`config.mk`:
```
export PLATFORM = sky130hd
export DESIGN_NAME = gpio_pin_function_select
export DESIGN_NICKNAME = d
export VERILOG_FILES = /design/src/hdl/pinmux_pkg.sv /design/src/hdl/pin_cell.sv /design/src/hdl/gpio_pin_function_select.sv
export VERILOG_INCLUDE_DIRS = /design/src /design/src/hdl
export SDC_FILE = /design/constraint.sdc
export NUM_CORES = 1
export LEC_CHECK = 0
export BUFFER_PORTS_ARGS = -buffer_cell sky130_fd_sc_hd__clkbuf_2
export CAP_MARGIN = 15
export CORE_MARGIN = 2
export CORE_UTILIZATION = 25
export CTS_BUF_LIST = sky130_fd_sc_hd__clkbuf_8
export CTS_CLUSTER_DIAMETER = 120
export CTS_CLUSTER_SIZE = 20
export DETAILED_ROUTE_END_ITERATION = 6
export PLACE_DENSITY_LB_ADDON = 0.25
export SLEW_MARGIN = 25
export SYNTH_ARGS = -nofsm -noshare
export SYNTH_HDL_FRONTEND = slang
export SYNTH_SLANG_ARGS = --single-unit
```
`constraint.sdc`:
```
create_clock -name MCLK_I -period 5.9 [get_ports MCLK_I]
set_clock_uncertainty 0.05 [all_clocks]
set_input_delay 0 -clock MCLK_I [delete_from_list [all_inputs] [get_ports MCLK_I]]
set_output_delay 0 -clock MCLK_I [all_outputs]
set_load 0.02 [all_outputs]
```
`src/hdl/pinmux_params.svh`:
```
// Offsets, field positions, reset masks and function tables of the pin function select block
`ifndef PINMUX_PARAMS_SVH
`define PINMUX_PARAMS_SVH

// ****************************************************************
// Geometry
// ****************************************************************
`define PINS            40
`define PORTS           5
`define PORT_LSB        5
`define REG_LSB         2

// ****************************************************************
// Register index within a port (byte offset = port*0x20 + index*4)
// ****************************************************************
`define IDX_ALT_SEL     3'h0
`define IDX_DIG_EN      3'h1
`define IDX_ANA_MODE    3'h2
`define IDX_PULL_UP     3'h3
`define IDX_PULL_DN     3'h4
`define IDX_PORT_CTL    3'h5
`define IDX_DIG_STAT    3'h6
`define IDX_ANA_STAT    3'h7

// ****************************************************************
// Per-pin tables, pin index = port*8 + bit, 4 bits per pin for selectors
// ****************************************************************
`define PRESENT_MASK    40'h1F0FFFFFFF
`define ISO_ANA_MASK    40'h0F0F000000
`define DIR_ANA_MASK    40'h0000000000
`define RST_ALT_MASK    40'h00000F0C3F
`define RST_DEN_MASK    40'h00000F0C3F
`define RST_PUP_MASK    40'h00000F0000
`define RST_PDN_MASK    40'h0000000000
`define RST_SEL_MAP     160'h0000000000000000000033330000110000111111
`define FUNC_SEL_MAP    160'h0001000000000000111133333110111111111111

`endif

```
`src/hdl/pinmux_pkg.sv`:
```
// Types shared by the pin function select block
package pinmux_pkg;

    typedef struct packed {
        logic       alt;
        logic       digital_enable_bit;
        logic       ams;
        logic       pup;
        logic       pdn;
        logic [3:0] sel;
    } pin_cfg_t;

    typedef struct packed {
        logic dig;
        logic ana;
        logic ien;
        logic pup;
        logic pdn;
        logic oe;
        logic out;
        logic per_in;
        logic gpio_in;
    } pad_drive_t;

    typedef enum logic [2:0] {
        F_ALT = 3'h0,
        F_DEN = 3'h1,
        F_AMS = 3'h2,
        F_PUP = 3'h3,
        F_PDN = 3'h4,
        F_SEL = 3'h5,
        F_RO6 = 3'h6,
        F_RO7 = 3'h7
    } cfg_field_t;

    typedef enum logic {
        BUS_IDLE   = 1'b0,
        BUS_ANSWER = 1'b1
    } bus_state_t;

endpackage

```
`src/hdl/pin_cell.sv`:
```
// One pin: configuration store, function routing and registered pad drive
`timescale 1ns/1ps
module pin_cell #(
    parameter logic                PRESENT  = 1'b1,
    parameter logic [3:0]          FUNC_SEL = 4'h0,
    parameter logic                ISO_ANA  = 1'b0,
    parameter logic                DIR_ANA  = 1'b0,
    parameter pinmux_pkg::pin_cfg_t RST_CFG = '0
) (
    // Clock and reset
    input  wire logic                   clk_i,
    input  wire logic                   rst_i,
    input  wire logic                   ce_i,
    // Configuration write
    input  wire logic                   wr_i,
    input  wire pinmux_pkg::cfg_field_t field_i,
    input  wire logic                   bit_i,
    input  wire logic [3:0]             sel_i,
    // Function sources and pad
    input  wire logic                   periph_out_i,
    input  wire logic                   periph_oe_i,
    input  wire logic                   gpio_out_i,
    input  wire logic                   gpio_oe_i,
    input  wire logic                   pad_in_i,
    // State
    output pinmux_pkg::pin_cfg_t        cfg_o,
    output pinmux_pkg::pad_drive_t      drive_o
);

    localparam pinmux_pkg::pad_drive_t DRV_RST = '{dig: 1'b0, ana: 1'b0, ien: RST_CFG.digital_enable_bit,
        pup: RST_CFG.pup, pdn: RST_CFG.pdn, oe: 1'b0, out: 1'b0, per_in: 1'b0, gpio_in: 1'b0};

    pinmux_pkg::pin_cfg_t   cfg_r;
    pinmux_pkg::pin_cfg_t   cfg_nxt;
    pinmux_pkg::pad_drive_t drv_r;
    pinmux_pkg::pad_drive_t drv_nxt;
    logic                   fn_hit;
    logic                   dig;

    // Only this pin's strobe touches this store
    always_comb begin
        cfg_nxt = cfg_r;
        if (wr_i && PRESENT) begin // RULE_05
            case (field_i)
                pinmux_pkg::F_ALT: cfg_nxt.alt = bit_i;
                pinmux_pkg::F_DEN: cfg_nxt.digital_enable_bit = bit_i;
                pinmux_pkg::F_AMS: cfg_nxt.ams = bit_i;
                pinmux_pkg::F_PUP: cfg_nxt.pup = bit_i;
                pinmux_pkg::F_PDN: cfg_nxt.pdn = bit_i;
                pinmux_pkg::F_SEL: cfg_nxt.sel = sel_i; // RULE_04
                default:           cfg_nxt     = cfg_r;
            endcase
        end
    end

    always_comb begin
        fn_hit          = PRESENT && (FUNC_SEL != 4'h0) && (cfg_r.sel == FUNC_SEL); // RULE_10
        dig             = cfg_r.alt && cfg_r.digital_enable_bit && fn_hit; // RULE_03
        drv_nxt.dig     = dig;
        drv_nxt.ana     = PRESENT && !cfg_r.digital_enable_bit && (ISO_ANA ? cfg_r.ams : DIR_ANA); // RULE_01
        drv_nxt.ien     = cfg_r.digital_enable_bit;
        drv_nxt.pup     = cfg_r.pup;
        drv_nxt.pdn     = cfg_r.pdn;
        // Alternate mode with an unassigned selector leaves the pad undriven
        drv_nxt.out     = dig ? periph_out_i : (!cfg_r.alt && PRESENT && gpio_out_i);
        drv_nxt.oe      = dig ? periph_oe_i : (!cfg_r.alt && PRESENT && gpio_oe_i);
        drv_nxt.per_in  = dig && pad_in_i; // RULE_03
        drv_nxt.gpio_in = cfg_r.digital_enable_bit && !cfg_r.alt && pad_in_i;
    end

    // Reset overrides the clock enable so a pin never wakes in a stale mode
    always_ff @(posedge clk_i) begin
        if (rst_i) begin
            cfg_r <= RST_CFG; // RULE_07
            drv_r <= DRV_RST;
        end else if (ce_i) begin
            cfg_r <= cfg_nxt;
            drv_r <= drv_nxt;
        end
    end

    assign cfg_o   = cfg_r;
    assign drive_o = drv_r;
endmodule // pin_cell

```
`src/hdl/gpio_pin_function_select.sv`:
```
// Pin function select for five ports: register slave, per-pin routing cells and pad drive
//
// Behaviour
// [RULE_01] An isolated analog pin reaches its converter only with digital enable clear and analog mode set.
// [RULE_02] A directly wired analog pin is handed to its analog function whenever digital enable is clear.
// [RULE_03] A peripheral drives or samples a pin only when alternate select and digital enable are both set.
// [RULE_04] Each pin owns a four-bit selector in its port control word that picks the peripheral signal.
// [RULE_05] Every pin is configured on its own and a write to one pin leaves all others as they were.
// [RULE_06] After reset an ordinary pin is plain tri-stated I/O with every configuration bit and selector zero.
// [RULE_07] Reset returns every configuration bit and selector of every pin to its default value.
// [RULE_08] Port A bits 5:0 and port B bits 3:2 reset to alternate, digitally enabled, no pulls, selector 1.
// [RULE_09] Port C bits 3:0 reset to the debug function with alternate, digital enable, pull-up and selector 3.
// [RULE_10] A selector connects only the signal assigned to that pin; unassigned values connect nothing.
//
// Register access over Avalon-MM and the register offsets were chosen for this implementation.
`timescale 1ns/1ps
`include "pinmux_params.svh"
module gpio_pin_function_select (
    // Clock, reset, enable
    input  wire logic        MCLK_I,
    input  wire logic        RESET_I,
    input  wire logic        CLK_EN_I,
    // Avalon-MM register slave
    input  wire logic [7:0]  AVS_ADDRESS_I,
    input  wire logic        AVS_READ_I,
    input  wire logic        AVS_WRITE_I,
    input  wire logic [3:0]  AVS_BYTEENABLE_I,
    input  wire logic [31:0] AVS_WRITEDATA_I,
    output logic      [31:0] AVS_READDATA_O,
    output logic             AVS_WAITREQUEST_O,
    // Peripheral side, one lane per pin
    input  wire logic [39:0] PERIPH_OUT_I,
    input  wire logic [39:0] PERIPH_OE_I,
    output logic      [39:0] PERIPH_IN_O,
    output logic      [39:0] ANALOG_EN_O,
    // Software I/O side
    input  wire logic [39:0] GPIO_OUT_I,
    input  wire logic [39:0] GPIO_OE_I,
    output logic      [39:0] GPIO_IN_O,
    // Pads
    input  wire logic [39:0] PAD_IN_I,
    output logic      [39:0] PAD_OUT_O,
    output logic      [39:0] PAD_OE_O,
    output logic      [39:0] PAD_PULLUP_O,
    output logic      [39:0] PAD_PULLDN_O,
    output logic      [39:0] PAD_INEN_O
);

    // ****************************************************************
    // Tables
    // ****************************************************************
    localparam logic [39:0]  PRESENT  = `PRESENT_MASK;
    localparam logic [39:0]  ISO_ANA  = `ISO_ANA_MASK;
    localparam logic [39:0]  DIR_ANA  = `DIR_ANA_MASK;
    localparam logic [39:0]  RST_ALT  = `RST_ALT_MASK;
    localparam logic [39:0]  RST_DEN  = `RST_DEN_MASK;
    localparam logic [39:0]  RST_PUP  = `RST_PUP_MASK;
    localparam logic [39:0]  RST_PDN  = `RST_PDN_MASK;
    localparam logic [159:0] RST_SEL  = `RST_SEL_MAP;
    localparam logic [159:0] FUNC_MAP = `FUNC_SEL_MAP;
    localparam logic [2:0]   NPORTS   = 3'(`PORTS);

    // ****************************************************************
    // Bus slave state
    // ****************************************************************
    pinmux_pkg::bus_state_t state_r;
    pinmux_pkg::bus_state_t state_nxt;
    logic                   wait_r;
    logic                   wait_nxt;
    logic [31:0]            rdata_r;
    logic [31:0]            rdata_nxt;

    logic [2:0]             port;
    pinmux_pkg::cfg_field_t field;
    logic                   mapped;
    logic                   req;
    logic                   wr_take;
    logic [31:0]            rd_val;

    // Per-pin state gathered back into vectors spanning all five ports
    logic [39:0]            alt_v;
    logic [39:0]            den_v;
    logic [39:0]            ams_v;
    logic [39:0]            pup_v;
    logic [39:0]            pdn_v;
    logic [159:0]           sel_v;
    logic [39:0]            dig_v;
    logic [39:0]            ana_v;
    logic [39:0]            pin_wr;
    logic [159:0]           sel_pres;

    assign port    = AVS_ADDRESS_I[7:`PORT_LSB];
    assign field   = pinmux_pkg::cfg_field_t'(AVS_ADDRESS_I[`PORT_LSB-1:`REG_LSB]);
    assign mapped  = (port < NPORTS) && (AVS_ADDRESS_I[1:0] == 2'h0);
    assign req     = AVS_READ_I || AVS_WRITE_I;
    // A write lands on the edge where the master sees waitrequest low
    assign wr_take = CLK_EN_I && (state_r == pinmux_pkg::BUS_ANSWER) && AVS_WRITE_I && mapped;

    // ****************************************************************
    // Read data select
    // ****************************************************************
    always_comb begin
        rd_val = 32'h0000_0000;
        if (mapped) begin
            case (field)
                pinmux_pkg::F_ALT: rd_val = {24'h00_0000, alt_v[{port, 3'h0} +: 8]};
                pinmux_pkg::F_DEN: rd_val = {24'h00_0000, den_v[{port, 3'h0} +: 8]};
                pinmux_pkg::F_AMS: rd_val = {24'h00_0000, ams_v[{port, 3'h0} +: 8]};
                pinmux_pkg::F_PUP: rd_val = {24'h00_0000, pup_v[{port, 3'h0} +: 8]};
                pinmux_pkg::F_PDN: rd_val = {24'h00_0000, pdn_v[{port, 3'h0} +: 8]};
                pinmux_pkg::F_SEL: rd_val = sel_v[{port, 5'h00} +: 32]; // RULE_04
                pinmux_pkg::F_RO6: rd_val = {24'h00_0000, dig_v[{port, 3'h0} +: 8]};
                pinmux_pkg::F_RO7: rd_val = {24'h00_0000, ana_v[{port, 3'h0} +: 8]};
                default:           rd_val = 32'h0000_0000;
            endcase
        end
    end

    // ****************************************************************
    // Handshake: one wait cycle, then a single low cycle per request
    // ****************************************************************
    always_comb begin
        state_nxt = state_r;
        wait_nxt  = wait_r;
        rdata_nxt = rdata_r;
        case (state_r)
            pinmux_pkg::BUS_IDLE: begin
                if (req) begin
                    state_nxt = pinmux_pkg::BUS_ANSWER;
                    wait_nxt  = 1'b0;
                    rdata_nxt = AVS_READ_I ? rd_val : 32'h0000_0000;
                end
            end
            pinmux_pkg::BUS_ANSWER: begin
                state_nxt = pinmux_pkg::BUS_IDLE;
                wait_nxt  = 1'b1;
            end
            default: begin
                state_nxt = pinmux_pkg::BUS_IDLE;
                wait_nxt  = 1'b1;
            end
        endcase
    end

    always_ff @(posedge MCLK_I) begin
        if (RESET_I) begin
            state_r <= pinmux_pkg::BUS_IDLE;
            wait_r  <= 1'b1;
            rdata_r <= 32'h0000_0000;
        end else if (CLK_EN_I) begin
            state_r <= state_nxt;
            wait_r  <= wait_nxt;
            rdata_r <= rdata_nxt;
        end
    end

    assign AVS_WAITREQUEST_O = wait_r;
    assign AVS_READDATA_O    = rdata_r;

    // ****************************************************************
    // Pin cells
    // ****************************************************************
    genvar g;
    generate
        for (g = 0; g < `PINS; g = g + 1) begin : g_pin
            localparam int P = g / 8;
            localparam int B = g % 8;
            localparam pinmux_pkg::pin_cfg_t RST_CFG = '{alt: RST_ALT[g], digital_enable_bit: RST_DEN[g],
                ams: 1'b0, pup: RST_PUP[g], pdn: RST_PDN[g], sel: RST_SEL[4*g +: 4]}; // RULE_06 RULE_08 RULE_09
            pinmux_pkg::pin_cfg_t   cfg;
            pinmux_pkg::pad_drive_t drv;

            // Byte lanes: one-byte registers use lane 0, selectors the lane of their nibble
            assign pin_wr[g] = wr_take && (port == 3'(P)) &&
                ((field == pinmux_pkg::F_SEL) ? AVS_BYTEENABLE_I[B/2] : AVS_BYTEENABLE_I[0]); // RULE_05

            pin_cell #(
                .PRESENT  (PRESENT[g]),
                .FUNC_SEL (FUNC_MAP[4*g +: 4]),
                .ISO_ANA  (ISO_ANA[g]),
                .DIR_ANA  (DIR_ANA[g]),
                .RST_CFG  (RST_CFG)
            ) u_cell (
                .clk_i        (MCLK_I),
                .rst_i        (RESET_I),
                .ce_i         (CLK_EN_I),
                .wr_i         (pin_wr[g]),
                .field_i      (field),
                .bit_i        (AVS_WRITEDATA_I[B]),
                .sel_i        (AVS_WRITEDATA_I[4*B +: 4]),
                .periph_out_i (PERIPH_OUT_I[g]),
                .periph_oe_i  (PERIPH_OE_I[g]),
                .gpio_out_i   (GPIO_OUT_I[g]),
                .gpio_oe_i    (GPIO_OE_I[g]),
                .pad_in_i     (PAD_IN_I[g]),
                .cfg_o        (cfg),
                .drive_o      (drv)
            );

            assign alt_v[g]          = cfg.alt;
            assign den_v[g]          = cfg.digital_enable_bit;
            assign ams_v[g]          = cfg.ams;
            assign pup_v[g]          = cfg.pup;
            assign pdn_v[g]          = cfg.pdn;
            assign sel_v[4*g +: 4]   = cfg.sel;
            assign sel_pres[4*g +: 4] = {4{PRESENT[g]}};
            assign dig_v[g]          = drv.dig;
            assign ana_v[g]          = drv.ana;
            assign PAD_OUT_O[g]      = drv.out;
            assign PAD_OE_O[g]       = drv.oe;
            assign PAD_PULLUP_O[g]   = drv.pup;
            assign PAD_PULLDN_O[g]   = drv.pdn;
            assign PAD_INEN_O[g]     = drv.ien;
            assign ANALOG_EN_O[g]    = drv.ana; // RULE_02
            assign PERIPH_IN_O[g]    = drv.per_in;
            assign GPIO_IN_O[g]      = drv.gpio_in;
        end
    endgenerate
endmodule // gpio_pin_function_select

```
* Word level (Yosys, flattened, before mapping) *
Cells that the tools add are included.
Widths: inputs -> output; s select.

storage, ports and cells
  register bits = 585
  logic and storage cells = 946
  output and inout port bits = 353
  bits of input ports = 249

cells by class
  magnitude comparators = 1
  shift operators = 8
  mux-type cells = 58
  bitwise gates (word level) = 1
  equal/unequal tests = 36
  reductions and logical operators = 387

operators with widths
  operator            count
  $reduce_and 3->1    103
  $shiftx 40x7->8     7
  $pmux 32 s8         1
  $logic_and 1x1->1   238
  $shiftx 160x9->32   1
  $eq 4x1->1 const B  19
  $mux 32             2
  $mux 1              53
  $logic_not 1->1     41
  $eq 4x2->1 const B  5
  $eq 3x3->1 const B  5
  $eq 3x2->1 const B  4
  $eq 3x1->1 const B  2
  $logic_not 3->1     2
  $pmux 1 s2          2
  $lt 3x3->1 const B  1
  $logic_not 2->1     1
  $ne 2x2->1 const B  1
  $reduce_and 2->1    1
  $logic_or 1x1->1    1
  $not 1->1           1

* Logic depth before layout (Yosys ltp) *
Gate-level depths: netlist of run 1.

  depth after elaboration = 6
  depth in mapped cells = 10
  depth with buffers taken out = 6

* By module *
From an unflattened synthesis of run 1, not the netlist that was laid out.

unflattened totals
  cells, all modules = 3470
  area total of the unflattened synthesis = 32479.9 um2

by module, submodules not included
  module                           instances  seq. area each (um2)  cells an instance  area each (um2)
  pin_cell (g_pin[13].u_cell ...)  11         340.3                 81                 819.5
  pin_cell (g_pin[0].u_cell ...)   8          340.3                 84                 813.3
  pin_cell (g_pin[24].u_cell ...)  8          320.3                 75                 747.0
  gpio_pin_function_select         1          680.7                 682                5337.6
  pin_cell (g_pin[16].u_cell ...)  4          340.3                 84                 784.5
  pin_cell (g_pin[28].u_cell ...)  7          0.0                   19                 138.9
  pin_cell (g_pin[15].u_cell)      1          340.3                 84                 805.8
  pin_cell (g_pin[12].u_cell)      1          300.3                 72                 729.4

* Worst setup path before layout of run 1 *
OpenSTA, ideal clock, no wires.

  path kind = register to register
  from = register state_r
  to = register g_pin[19].u_cell.cfg_r, in the netlist g_pin[19].u_cell.cfg_o[3]
  library setup time = 0.128 ns
  stages on the path, launching flop included = 9
  required time = 5.722 ns
  data arrival time = 1.675 ns
  setup slack = 4.047 ns
  period minus slack after synthesis = 1.853 ns
  path buffers = 2
  cell sequence = dfxtp_1 -> nand3_1 -> nor3_1 -> buf_2 -> nand3_4 -> nor2_1 -> buf_4 -> mux2i_1 -> nor2_1

between the ends
  cells in the longest elaborated chain, start to end = 6

ends and longest elaborated chain
  what                            RTL line                         source
  start: declaration              gpio_pin_function_select.sv:66   pinmux_pkg::bus_state_t state_r;
  start signal: assignment        gpio_pin_function_select.sv:147  state_r <= pinmux_pkg::BUS_IDLE;
  start signal: assignment        gpio_pin_function_select.sv:151  state_r <= state_nxt;
  $logic_and 1x1->1 (3 in a row)  gpio_pin_function_select.sv:97   assign wr_take = CLK_EN_I && (state_r == pinmux_pkg::BUS_ANSWER) && AVS_WRITE_I && mapped;
  $logic_and 1x1->1 (2 in a row)  gpio_pin_function_select.sv:174  assign pin_wr[g] = wr_take && (port == 3'(P)) &&
  $reduce_and 3->1 (no line)      -
  end signal: assignment          pin_cell.sv:77                   cfg_r <= cfg_nxt;
  end: declaration                pin_cell.sv:33                   pinmux_pkg::pin_cfg_t cfg_r;

No other way between the ends.
A chain may end at the register's enable or synchronous reset.

==> impl_metrics.py, run 1 <==
metrics = {
    "outcome": {
        "status": "complete, no violations",
    },
    "route": {
        "drc": 0,
        "detail_route.wl_per_cell_um": 22.94,
        "drt_pass1_iterations": 6,
        "wl_um": 112100,
        "first_iter_violations": 2147,
        "ant_nets": 0,
        "num_vias": 24130,
        "routed_via_density": 4.938,
    },
    "power_and_ir_drop": {
        "totalPowerFinal_w": 0.006951,
        "p_clk_share_pct": 29.4,
        "power.share.switching_pct": 28.91,
        "seqPwrFrac_pct": 57.7,
        "leakage_nw": 12.31,
        "p_sw_w": 0.002010,
        "p_per_area_nw_per_um2": 216.9,
        "irDropWorstVdd_mv": 0.1730,
        "power_frac_comb_pct": 12.9,
        "p_int_w": 0.004942,
    },
    "global_route": {
        "grt_max_degree": 204,
        "grt_overflow": 0,
        "grtUsageTotal_pct": 19.87,
        "gr-usage-met3_pct": 3.166,
        "grt_pass1_vias": 22390,
        "use_met2_pct": 31.84,
        "top_usage_layer": "met2",
        "met1_usage_pct": 26.49,
        "grt_pass1_wl_um": 159000,
        "antenna_found_initial": 7,
    },
    "synth": {
        "ys_types": 72,
        "synth_compound_area_share_pct": 17.31,
        "yosysWarnings": 0,
        "synth_top_family_by_area": "compound AO/OA/AOI/OAI gates",
        "synth_seq_cells": 585,
        "synth_top_area_share_pct": 44.52,
        "yosysSeqAreaShare_pct": 44.52,
        "synth_edf_count": 0,
        "yosys-top-cells-area": "dfxtp_1 45%, mux2i_1 9.2%, buf_4 7.6%, nor2_1 7.2%, a21oi_1 4.8%",
        "synth_cells": 3030,
        "avgSynthCellArea_um2": 8.682,
        "synthXorXnorAreaFrac_pct": 0,
        "syn-cell-area_um2": 26310,
        "synth_area_leader_cell": "dfxtp_1",
        "synthFlopType": "dfxtp_1",
        "synthMuxAreaShare_pct": 10.90,
        "synth_simple_gate_area_share_pct": 16.17,
        "async_reset_ff_share_pct": 0,
        "synth_adder_area_share_pct": 0,
    },
    "clock_network": {
        "cts_max_level": 2,
        "numClockSinks": 585,
        "clockRootBuffer": "clkbuf_8",
        "clkTransAtPathRegs_ps": 130,
        "cts_tree": "built",
        "insertion_delay_ps": 740,
        "clk_path_buf_depth": 3,
        "cts_made_buffers": 36,
    },
    "setup_path": {
        "crit_fanout": 62,
        "worstPathRequired_ps": 6470,
        "cpMaxStageDelayCell": "buf_4",
        "cp_cell_sequence": "dlygate4sd3_1, clkbuf_8, inv_8, buf_4, buf_4, nor2_1, a222oi_1, dlygate4sd3_1, nor2_1, dlygate4sd3_1",
        "worstSetupEndpointType": "register",
        "worstSetupPathType": "in2reg",
        "worstRegToRegCells": 6,
        "arrival_ps": 4400,
        "start_kind": "primary input",
        "cpMostUsedCell": "dlygate4sd3_1",
        "cpPeakStageDelay_ps": 680,
    },
    "cells_and_area": {
        "final_cells": 4886,
        "finish.utilization_pct": 30.84,
        "area_growth_syn_to_layout_pct": 21.84,
        "drive_gt1_share_pct": 17.78,
        "num-nets-final": 3746,
        "fillers": 11140,
        "layout.cells.most_common_list": "585 x dfxtp_1, 502 x nor2_1, 456 x clkbuf_2, 316 x dlygate4sd3_1, 254 x a21oi_1",
        "final_common_cell": "dfxtp_1",
    },
    "sta": {
        "post-route-period-util_pct": 64.81,
        "rsz0062_at_grt": "no",
        "period_minus_slack_ps": 3824,
        "setup_tns_ps": 0,
        "maxSlewViolCount": 0,
        "tightest_slew_ps": 1162,
        "max_slew_margin_pct": 22.20,
        "final_hold_viol_count": 0,
        "setup_viol": 0,
        "max_freq_ghz": 0.2615,
        "setup_slack_ps": 2076,
    },
    "floorplan": {
        "dieArea_um2": 107800,
        "coreArea_um2": 103900,
        "fp.dieH_um": 328.4,
        "dieWidth_um": 328.4,
        "pin_count": 602,
        "initial_utilization_pct": 25.31,
        "rows": 118,
    },
    "placed_design": {
        "gp_congestion": 0.8858,
        "placed_cells": 4523,
        "dp_slack_ps": 2432,
        "port_buffers": 458,
        "hpwl_um": 77970,
    },
    "min_path": {
        "holdCritPathClass": "in2reg",
        "holdPathStages": 4,
    },
    "job": {
        "drv_cap": 0,
    },
}
[synthesized netlist by cell type, drive strengths merged (15+ instances only)]
cell type	n
and4	19
o21ai	217
a221oi	17
buf	322
nor2	516
a32oi	35
clkbuf	156
nand2	253
nor4b	15
a22oi	71
nand3	45
a21oi	255
mux2i	241
nor3	36
dfxtp	585
a222oi	50
[per-stage QoR]
stage | instance area [um2] | hold WS (ps)
after floorplan | 26640 | 86.05
after global placement | 28260 | 181.0
after detailed placement | 28290 | 183.6
after CTS | 32040 | 0.2872
after global routing | 32050 | 47.59
final | 32050 | 62.95
[what timing repair did]
action / in CTS / in global routing
hold buffers: 316 / 0
hold endpoints to repair: 441 / 0
setup buffers: 0 / 0
gates resized for setup: 0 / 0
[cell type report]
class | instances | area [um2] | share of cell area [%]
repair buffers | 818 | 5842 | 18.23
diodes | 3 | 7.507 | 0.02342
clock buffers | 39 | 536.8 | 1.675
clock inverters | 5 | 50.05 | 0.1562
well taps | 1380 | 1727 | 5.387
multi-input cells | 2041 | 12110 | 37.79
inverters | 15 | 63.81 | 0.1991
flip-flops and latches | 585 | 11710 | 36.54
[worst max-delay path: cells and delay by family]
kind,cells,cell delay [ps]
AND/OR/NAND/NOR,2,230
buffers and inverters,7,3670
AO/OA/AOI/OAI,1,320
[sequential cells by signal, summed over array words and instances, names as in the netlist]
register	flops
AVS_READDATA_O	32
AVS_WAITREQUEST_O	1
g_pin.u_cell.cfg_o	297
g_pin.u_cell.drive_o	254
state_r	1
[kinds of logic (layout without fill, tap and decap cells)]
group | count (synthesis) | after routing
AO/OA/AOI/OAI | 731 | 731
multiplexers | 267 | 267
AND/OR/NAND/NOR | 953 | 953
buffers and inverters | 493 | 877
flip-flops | 585 | 585
other | 1 | 93
[metal layers]
metal / vias to the layer above / part of all wire (%)
li1: 11210 / -
met1: 11840 / 44
met2: 905 / 46
met3: 167 / 6.3
met4: 4 / 4.2
met5: - / 0.019
[path summary, 6_finish.rpt]
path / start / to / slack, ps
worst min-delay path: AVS_WRITEDATA_I[29] / g_pin[15].u_cell.cfg_o[1]$_SDFFE_PP0P_ / 60
worst max register to register: state_r$_SDFFE_PP0P_ / g_pin[25].u_cell.cfg_o[1]$_SDFFE_PP0P_ / 2530
worst max-delay path: CLK_EN_I / g_pin[5].u_cell.drive_o[3]$_SDFFE_PP0P_ / 2080
worst min register to register: AVS_READDATA_O[17]$_SDFFE_PP0P_ / AVS_READDATA_O[17]$_SDFFE_PP0P_ / 410
[power by group through the flow]
stage / Clock [W] / Combinational, W / Sequential, W
floorplan: 0 / 0.000490 / 0.00410
global placement: 0 / 0.000706 / 0.00410
detailed placement: 0 / 0.000710 / 0.00410
CTS: 0.00217 / 0.000884 / 0.00401
global route: 0.00227 / 0.000945 / 0.00402
finish: 0.00204 / 0.000897 / 0.00401
(Power assumes the default switching activity.)
==> run 2, diff against run 1 <==
==> constraint.sdc (replaced) <==
create_clock -name MCLK_I -period 3.2 [get_ports MCLK_I]
set_clock_uncertainty 0.05 [all_clocks]
set_input_delay 0 -clock MCLK_I [delete_from_list [all_inputs] [get_ports MCLK_I]]
set_output_delay 0 -clock MCLK_I [all_outputs]
set_load 0.02 [all_outputs]
==> run 2 against run 1 <==
Clock power up 83%. Non-clock buffer count up 75. Register-to-register slack got worse by 2500 ps. Die area unchanged. Final area grew 1.8%. Combinational power is 90% higher. Critical path depth decreased by 4. Sequential power up 84%.
==> impl_metrics.py, run 2 (synthesis gave the netlist of run 1 again) <==
metrics = {
    "global_route": {
        "grtUsageTotal_pct": 20.11,
        "grt_max_degree": 159,
        "grt_pass1_vias": 23010,
        "grt_pass1_wl_um": 161100,
        "antenna_found_initial": 8,
        "grt_overflow": 0,
    },
    "route": {
        "first_iter_violations": 2130,
        "num_vias": 24230,
        "ant_nets": 0,
        "wl_met1_um": 48830,
        "met2WireLength_um": 53780,
        "routed_via_density": 4.888,
        "top_layer_used": "met5",
        "wl_met3_um": 6631,
        "detail_route.wl_per_cell_um": 22.82,
        "drc": 0,
        "drt_pass1_iterations": 6,
        "wl_um": 113200,
    },
    "floorplan": {
        "fp.dieH_um": 328.4,
        "dieArea_um2": 107800,
        "pin_count": 602,
        "initial_utilization_pct": 25.31,
        "dieWidth_um": 328.4,
        "coreArea_um2": 103900,
        "rows": 118,
    },
    "setup_path": {
        "worstSetupPathType": "reg2reg",
        "arrival_ps": 3820,
        "worstRegToRegCells": 6,
        "worstSetupEndpointType": "register",
        "start_kind": "register",
        "rrSetupSlack_ps": 10,
        "reg2reg_to": "g_pin[9].u_cell.drive_o[2]$_SDFFE_PP0P_",
        "crit_fanout": 4,
        "rr_startpoint": "g_pin[9].u_cell.cfg_o[3]$_SDFFE_PP0P_",
        "worstPathRequired_ps": 3830,
    },
    "power_and_ir_drop": {
        "p_per_area_nw_per_um2": 393.0,
        "irDropWorstVdd_mv": 0.2769,
        "leakage_nw": 12.64,
    },
    "sta": {
        "rsz0062_at_grt": "no",
        "maxSlewViolCount": 0,
        "max_freq_ghz": 0.3136,
        "max_slew_margin_pct": 23.67,
        "setup_viol": 0,
        "period_minus_slack_ps": 3188,
        "whs_ps": 52.69,
        "final_hold_viol_count": 0,
        "post-route-period-util_pct": 99.64,
        "tightest_slew_ps": 1129,
        "setup_tns_ps": 0,
    },
    "cells_and_area": {
        "drive_gt1_share_pct": 18.48,
        "num-nets-final": 3820,
        "layout.cells.most_common_list": "584 x dfxtp_1, 505 x nor2_1, 456 x clkbuf_2, 338 x dlygate4sd3_1, 254 x a21oi_1",
        "final_common_cell": "dfxtp_1",
        "largest_reg_flops": 297,
        "fillers": 11170,
        "area_growth_syn_to_layout_pct": 24.07,
        "finish.utilization_pct": 31.40,
    },
    "clock_network": {
        "insertion_delay_ps": 740,
        "cts_max_level": 2,
        "clockRootBuffer": "clkbuf_8",
        "cts_made_buffers": 35,
        "clkTransAtPathRegs_ps": 130,
        "postCtsSetupBuffers": 0,
        "clk_path_buf_depth": 3,
        "cts_tree": "built",
        "numClockSinks": 585,
    },
    "outcome": {
        "status": "complete, no violations",
    },
    "placed_design": {
        "gp_congestion": 0.9057,
        "hpwl_um": 79580,
        "port_buffers": 458,
    },
    "min_path": {
        "whs_endpoint": "g_pin[5].u_cell.drive_o[1]$_SDFFE_PP0P_",
        "holdCritPathClass": "in2reg",
        "hp-start": "PAD_IN_I[5]",
        "holdPathStages": 4,
    },
    "job": {
        "drv_cap": 0,
    },
}
## run 2: cell count changes in the layout (fill, tap and decap cells not counted), sizes merged, moves of 2 or more
cell	change
buf	+53
clkbuf	-2
dlygate4sd3	+22
inv	-2
## run 2: metal layers
metal	track usage, %	up-vias
met4	7.197	4
met2	33.73	822
met5	0	-
li1	-	11360
met3	3.142	143
met1	26.07	11910
## run 2: report_power, final
group | internal [W] | switching, W | leakage [nW]
Clock | 0.00115 | 0.00259 | 0.293
Combinational | 0.000665 | 0.00103 | 7.61
Sequential | 0.00735 | 0.0000407 | 4.73
## run 2: worst max-delay path by stage
stage | startpoint | end | slack, ps | depth (start not counted)
after floorplan | state_r$_SDFFE_PP0P_ | g_pin[19].u_cell.cfg_o[3]$_SDFFE_PP0P_ | 1350 | 8
after global placement | AVS_ADDRESS_I[5] | AVS_READDATA_O[1]$_SDFFE_PP0P_ | 750 | 8
after detailed placement | AVS_ADDRESS_I[5] | g_pin[27].u_cell.cfg_o[2]$_SDFFE_PP0P_ | 700 | 7
after CTS | g_pin[15].u_cell.cfg_o[7]$_SDFFE_PP0P_ | g_pin[15].u_cell.drive_o[2]$_SDFFE_PP0P_ | 60 | 6
after global routing | g_pin[9].u_cell.cfg_o[3]$_SDFFE_PP0P_ | g_pin[9].u_cell.drive_o[2]$_SDFFE_PP0P_ | 30 | 6
final | g_pin[9].u_cell.cfg_o[3]$_SDFFE_PP0P_ | g_pin[9].u_cell.drive_o[2]$_SDFFE_PP0P_ | 10 | 6
## run 2: what timing repair did
action | 4_1_cts | 5_1_grt
hold endpoints to repair | 436 | 0
setup endpoints to repair | 0 | 1
hold buffers | 338 | 0
gates resized for setup | 0 | 1
## run 2: layout make-up
class,instances,area (um2),share of cell area [%]
clock buffer,37,509.2,1.560
timing repair buffer,893,6535,20.02
clock inverter,5,51.30,0.1572
multi-input combinational,2041,12030,36.87
sequential,585,11710,35.89
tap,1380,1727,5.290
antenna,2,5.005,0.01533
inverter,15,63.81,0.1955
## run 2: worst max-delay path, cell delays in order, from the launching register on
cell and delay [ps]:
dfxtp_1 350, nor4b_1 970, and4_1 480, a222oi_1 100, dlygate4sd3_1 590, nor2_1 80
dlygate4sd3_1 550
## run 2: through the flow
step | total power, W | cell area [um2] | setup slack [ps] | std cells
after detailed placement | 0.008888 | 28690 | 701.1 | 4576
after global routing | 0.01331 | 32640 | 33.41 | 4958
after global placement | 0.008885 | 28690 | 747.4 | 4576
final | 0.01283 | 32640 | 11.61 | 4958
after floorplan | 0.008467 | 26640 | 1347 | 3119
after CTS | 0.01299 | 32630 | 59.64 | 4956
==> run 3, diff against run 2 <==
--- a/config.mk
+++ b/config.mk
@@ -6,9 +6,8 @@
 export SDC_FILE = /design/constraint.sdc
 export NUM_CORES = 1
 export LEC_CHECK = 0
-export BUFFER_PORTS_ARGS = -buffer_cell sky130_fd_sc_hd__clkbuf_2
+export BUFFER_PORTS_ARGS = -buffer_cell sky130_fd_sc_hd__buf_4
 export CAP_MARGIN = 15
-export CORE_MARGIN = 2
 export CORE_UTILIZATION = 25
 export CTS_BUF_LIST = sky130_fd_sc_hd__clkbuf_8
 export CTS_CLUSTER_DIAMETER = 120
==> run 3 against run 2 <==
Worst hold slack worse by 6.2 ps. Count of clock-buffer cells in the layout did not move. Power is 0.70% higher. The run now ends with design-rule violations, negative setup slack left. Flip-flop and latch count is the same. Critical path depth unchanged. Maximum frequency down 1.9%. First-iteration DRC count up 12%. Sequential power about the same. Critical path type unchanged. Critical endpoint is now g_pin[9].u_cell.drive_o[3]$_SDFFE_PP0P_. Routed wire length increased by 1.1%. Largest cell class unchanged.
==> impl_metrics.py, run 3 (synthesis gave the netlist of run 1 again) <==
metrics = {
    "outcome": {
        "status": "finished with violations",
        "violations": "design-rule violations, negative setup slack",
    },
    "setup_path": {
        "arrival_ps": 3840,
        "cpMaxStageDelayCell": "nor4b_1",
        "start_kind": "register",
        "cpPeakStageDelay_ps": 1000,
        "worstSetupEndpointType": "register",
        "cpMostUsedCell": "dlygate4sd3_1",
        "worstPathRequired_ps": 3790,
        "cp_cell_sequence": "nor4b_1, and4_1, a222oi_1, dlygate4sd3_1, nor2_1, dlygate4sd3_1",
        "critPathTopFamily": "simple AND/OR/NAND/NOR gates",
        "path_buf_inv": 2,
        "worstSetupPathType": "reg2reg",
        "crit_fanout": 4,
        "rrSetupSlack_ps": -50,
    },
    "global_route": {
        "grt_overflow": 0,
        "grt_max_degree": 146,
        "antenna_found_initial": 8,
        "grt_pass1_wl_um": 164100,
        "grt_pass1_vias": 23310,
        "grtUsageTotal_pct": 20.63,
    },
    "power_and_ir_drop": {
        "leakage_nw": 13.22,
        "irDropWorstVdd_mv": 0.2930,
        "p_per_area_nw_per_um2": 377.5,
        "totalPowerFinal_w": 0.01292,
    },
    "clock_network": {
        "clk_path_buf_depth": 3,
        "cts_made_buffers": 35,
        "insertion_delay_ps": 720,
        "cts_max_level": 2,
        "clkTransAtPathRegs_ps": 130,
        "postCtsSetupBuffers": 0,
        "numClockSinks": 585,
        "clockRootBuffer": "clkbuf_8",
        "cts_tree": "built",
    },
    "route": {
        "first_iter_violations": 2386,
        "detail_route.wl_per_cell_um": 22.85,
        "drc": 5,
        "ant_nets": 0,
        "wl_um": 114400,
        "num_vias": 24710,
        "drt_pass1_iterations": 7,
        "routed_via_density": 4.937,
    },
    "cells_and_area": {
        "fillers": 10900,
        "largest_reg_flops": 297,
        "layout.cells.most_common_list": "584 x dfxtp_1, 553 x buf_4, 504 x nor2_1, 373 x dlygate4sd3_1, 254 x a21oi_1",
        "drive_gt1_share_pct": 18.56,
        "final_common_cell": "dfxtp_1",
        "num-nets-final": 3865,
        "area_growth_syn_to_layout_pct": 30.06,
    },
    "sta": {
        "max_freq_ghz": 0.3077,
        "period_minus_slack_ps": 3250,
        "post-route-period-util_pct": 101.6,
        "maxSlewViolCount": 0,
        "final_hold_viol_count": 0,
        "setup_slack_ps": -50.23,
        "setup_viol": 2,
        "tightest_slew_ps": 1176,
        "max_slew_margin_pct": 20.49,
        "rsz0062_at_grt": "no",
    },
    "min_path": {
        "holdCritPathClass": "in2reg",
    },
    "floorplan": {
        "rows": 118,
        "initial_utilization_pct": 25.31,
        "dieWidth_um": 326.4,
        "coreArea_um2": 103900,
        "fp.dieH_um": 326.4,
        "dieArea_um2": 106500,
        "pin_count": 602,
    },
    "placed_design": {
        "dp_slack_ps": 670.5,
        "gp_congestion": 0.9262,
        "hpwl_um": 79890,
        "port_buffers": 458,
    },
    "job": {
        "drv_cap": 0,
    },
}
run 3: cell types whose count changed in the layout (fill, tap and decap cells not counted), moves of 2 or more:
cell | before | now
buf_4 | 88 | 553
clkbuf_2 | 456 | 0
diode_2 | 2 | 4
dlygate4sd3_1 | 338 | 373
inv_1 | 13 | 15
nor4b_1 | 14 | 12
nor4b_2 | 1 | 3
run 3: final cells by class:
| cell class | count | area [um2] | share of cell area (%) |
|---|---|---|---|
| multi-input combinational | 2041 | 12050 | 35.22 |
| sequential | 585 | 11710 | 34.23 |
| timing repair buffer | 938 | 8114 | 23.71 |
| tap | 1380 | 1727 | 5.046 |
| clock buffer | 37 | 509.2 | 1.488 |
| inverter | 15 | 63.81 | 0.1865 |
| clock inverter | 5 | 27.53 | 0.08045 |
| antenna | 4 | 10.01 | 0.02925 |
run 3: where the power goes:
| group | switching (W) | internal, W | leakage, nW |
|---|---|---|---|
| logic | 0.00105 | 0.000793 | 8.20 |
| clock network | 0.00260 | 0.00107 | 0.292 |
| registers | 0.0000423 | 0.00735 | 4.73 |
run 3: path summary, 6_finish.rpt:
kind | cells after the start | to | from
setup / recovery | 6 | g_pin[9].u_cell.drive_o[3]$_SDFFE_PP0P_ | g_pin[9].u_cell.cfg_o[3]$_SDFFE_PP0P_
hold / removal | 4 | g_pin[23].u_cell.cfg_o[0]$_SDFFE_PP0P_ | AVS_WRITEDATA_I[28]
setup reg to reg | 6 | g_pin[9].u_cell.drive_o[3]$_SDFFE_PP0P_ | g_pin[9].u_cell.cfg_o[3]$_SDFFE_PP0P_
hold reg to reg | 2 | AVS_READDATA_O[19]$_SDFFE_PP0P_ | AVS_READDATA_O[19]$_SDFFE_PP0P_
run 3: timing repair:
action                     CTS  global route
hold buffers               373             0
gates resized for setup      0             1
hold endpoints to repair   528             0
setup endpoints to repair    0             2
run 3: worst reg2reg max path, stage by stage, from the launching register on:
cell           delay, ps
dfxtp_1              350
nor4b_1             1000
and4_1               470
a222oi_1             100
dlygate4sd3_1        580
nor2_1                80
dlygate4sd3_1        550
run 3: metrics by stage:
stage	std cells	hold WS [ps]	TNS (ps)	instance area, um2	util [%]
6_report	5005	46.48	-91.56	34220	32.92
5_1_grt	5004	41.12	0	34210	32.92
4_1_cts	5001	0.9016	0	34200	32.91
3_5_place_dp	4586	191.8	0	29930	28.80
3_3_place_gp	4586	180.4	0	29930	28.80
2_1_floorplan	3119	86.05	0	26640	-
run 3: routing by layer:
metal	share of wire, %	track usage (%)
met5	0.025	0
met4	2.9	6.278
met3	5.8	2.739
met2	48	34.86
met1	43	27.18
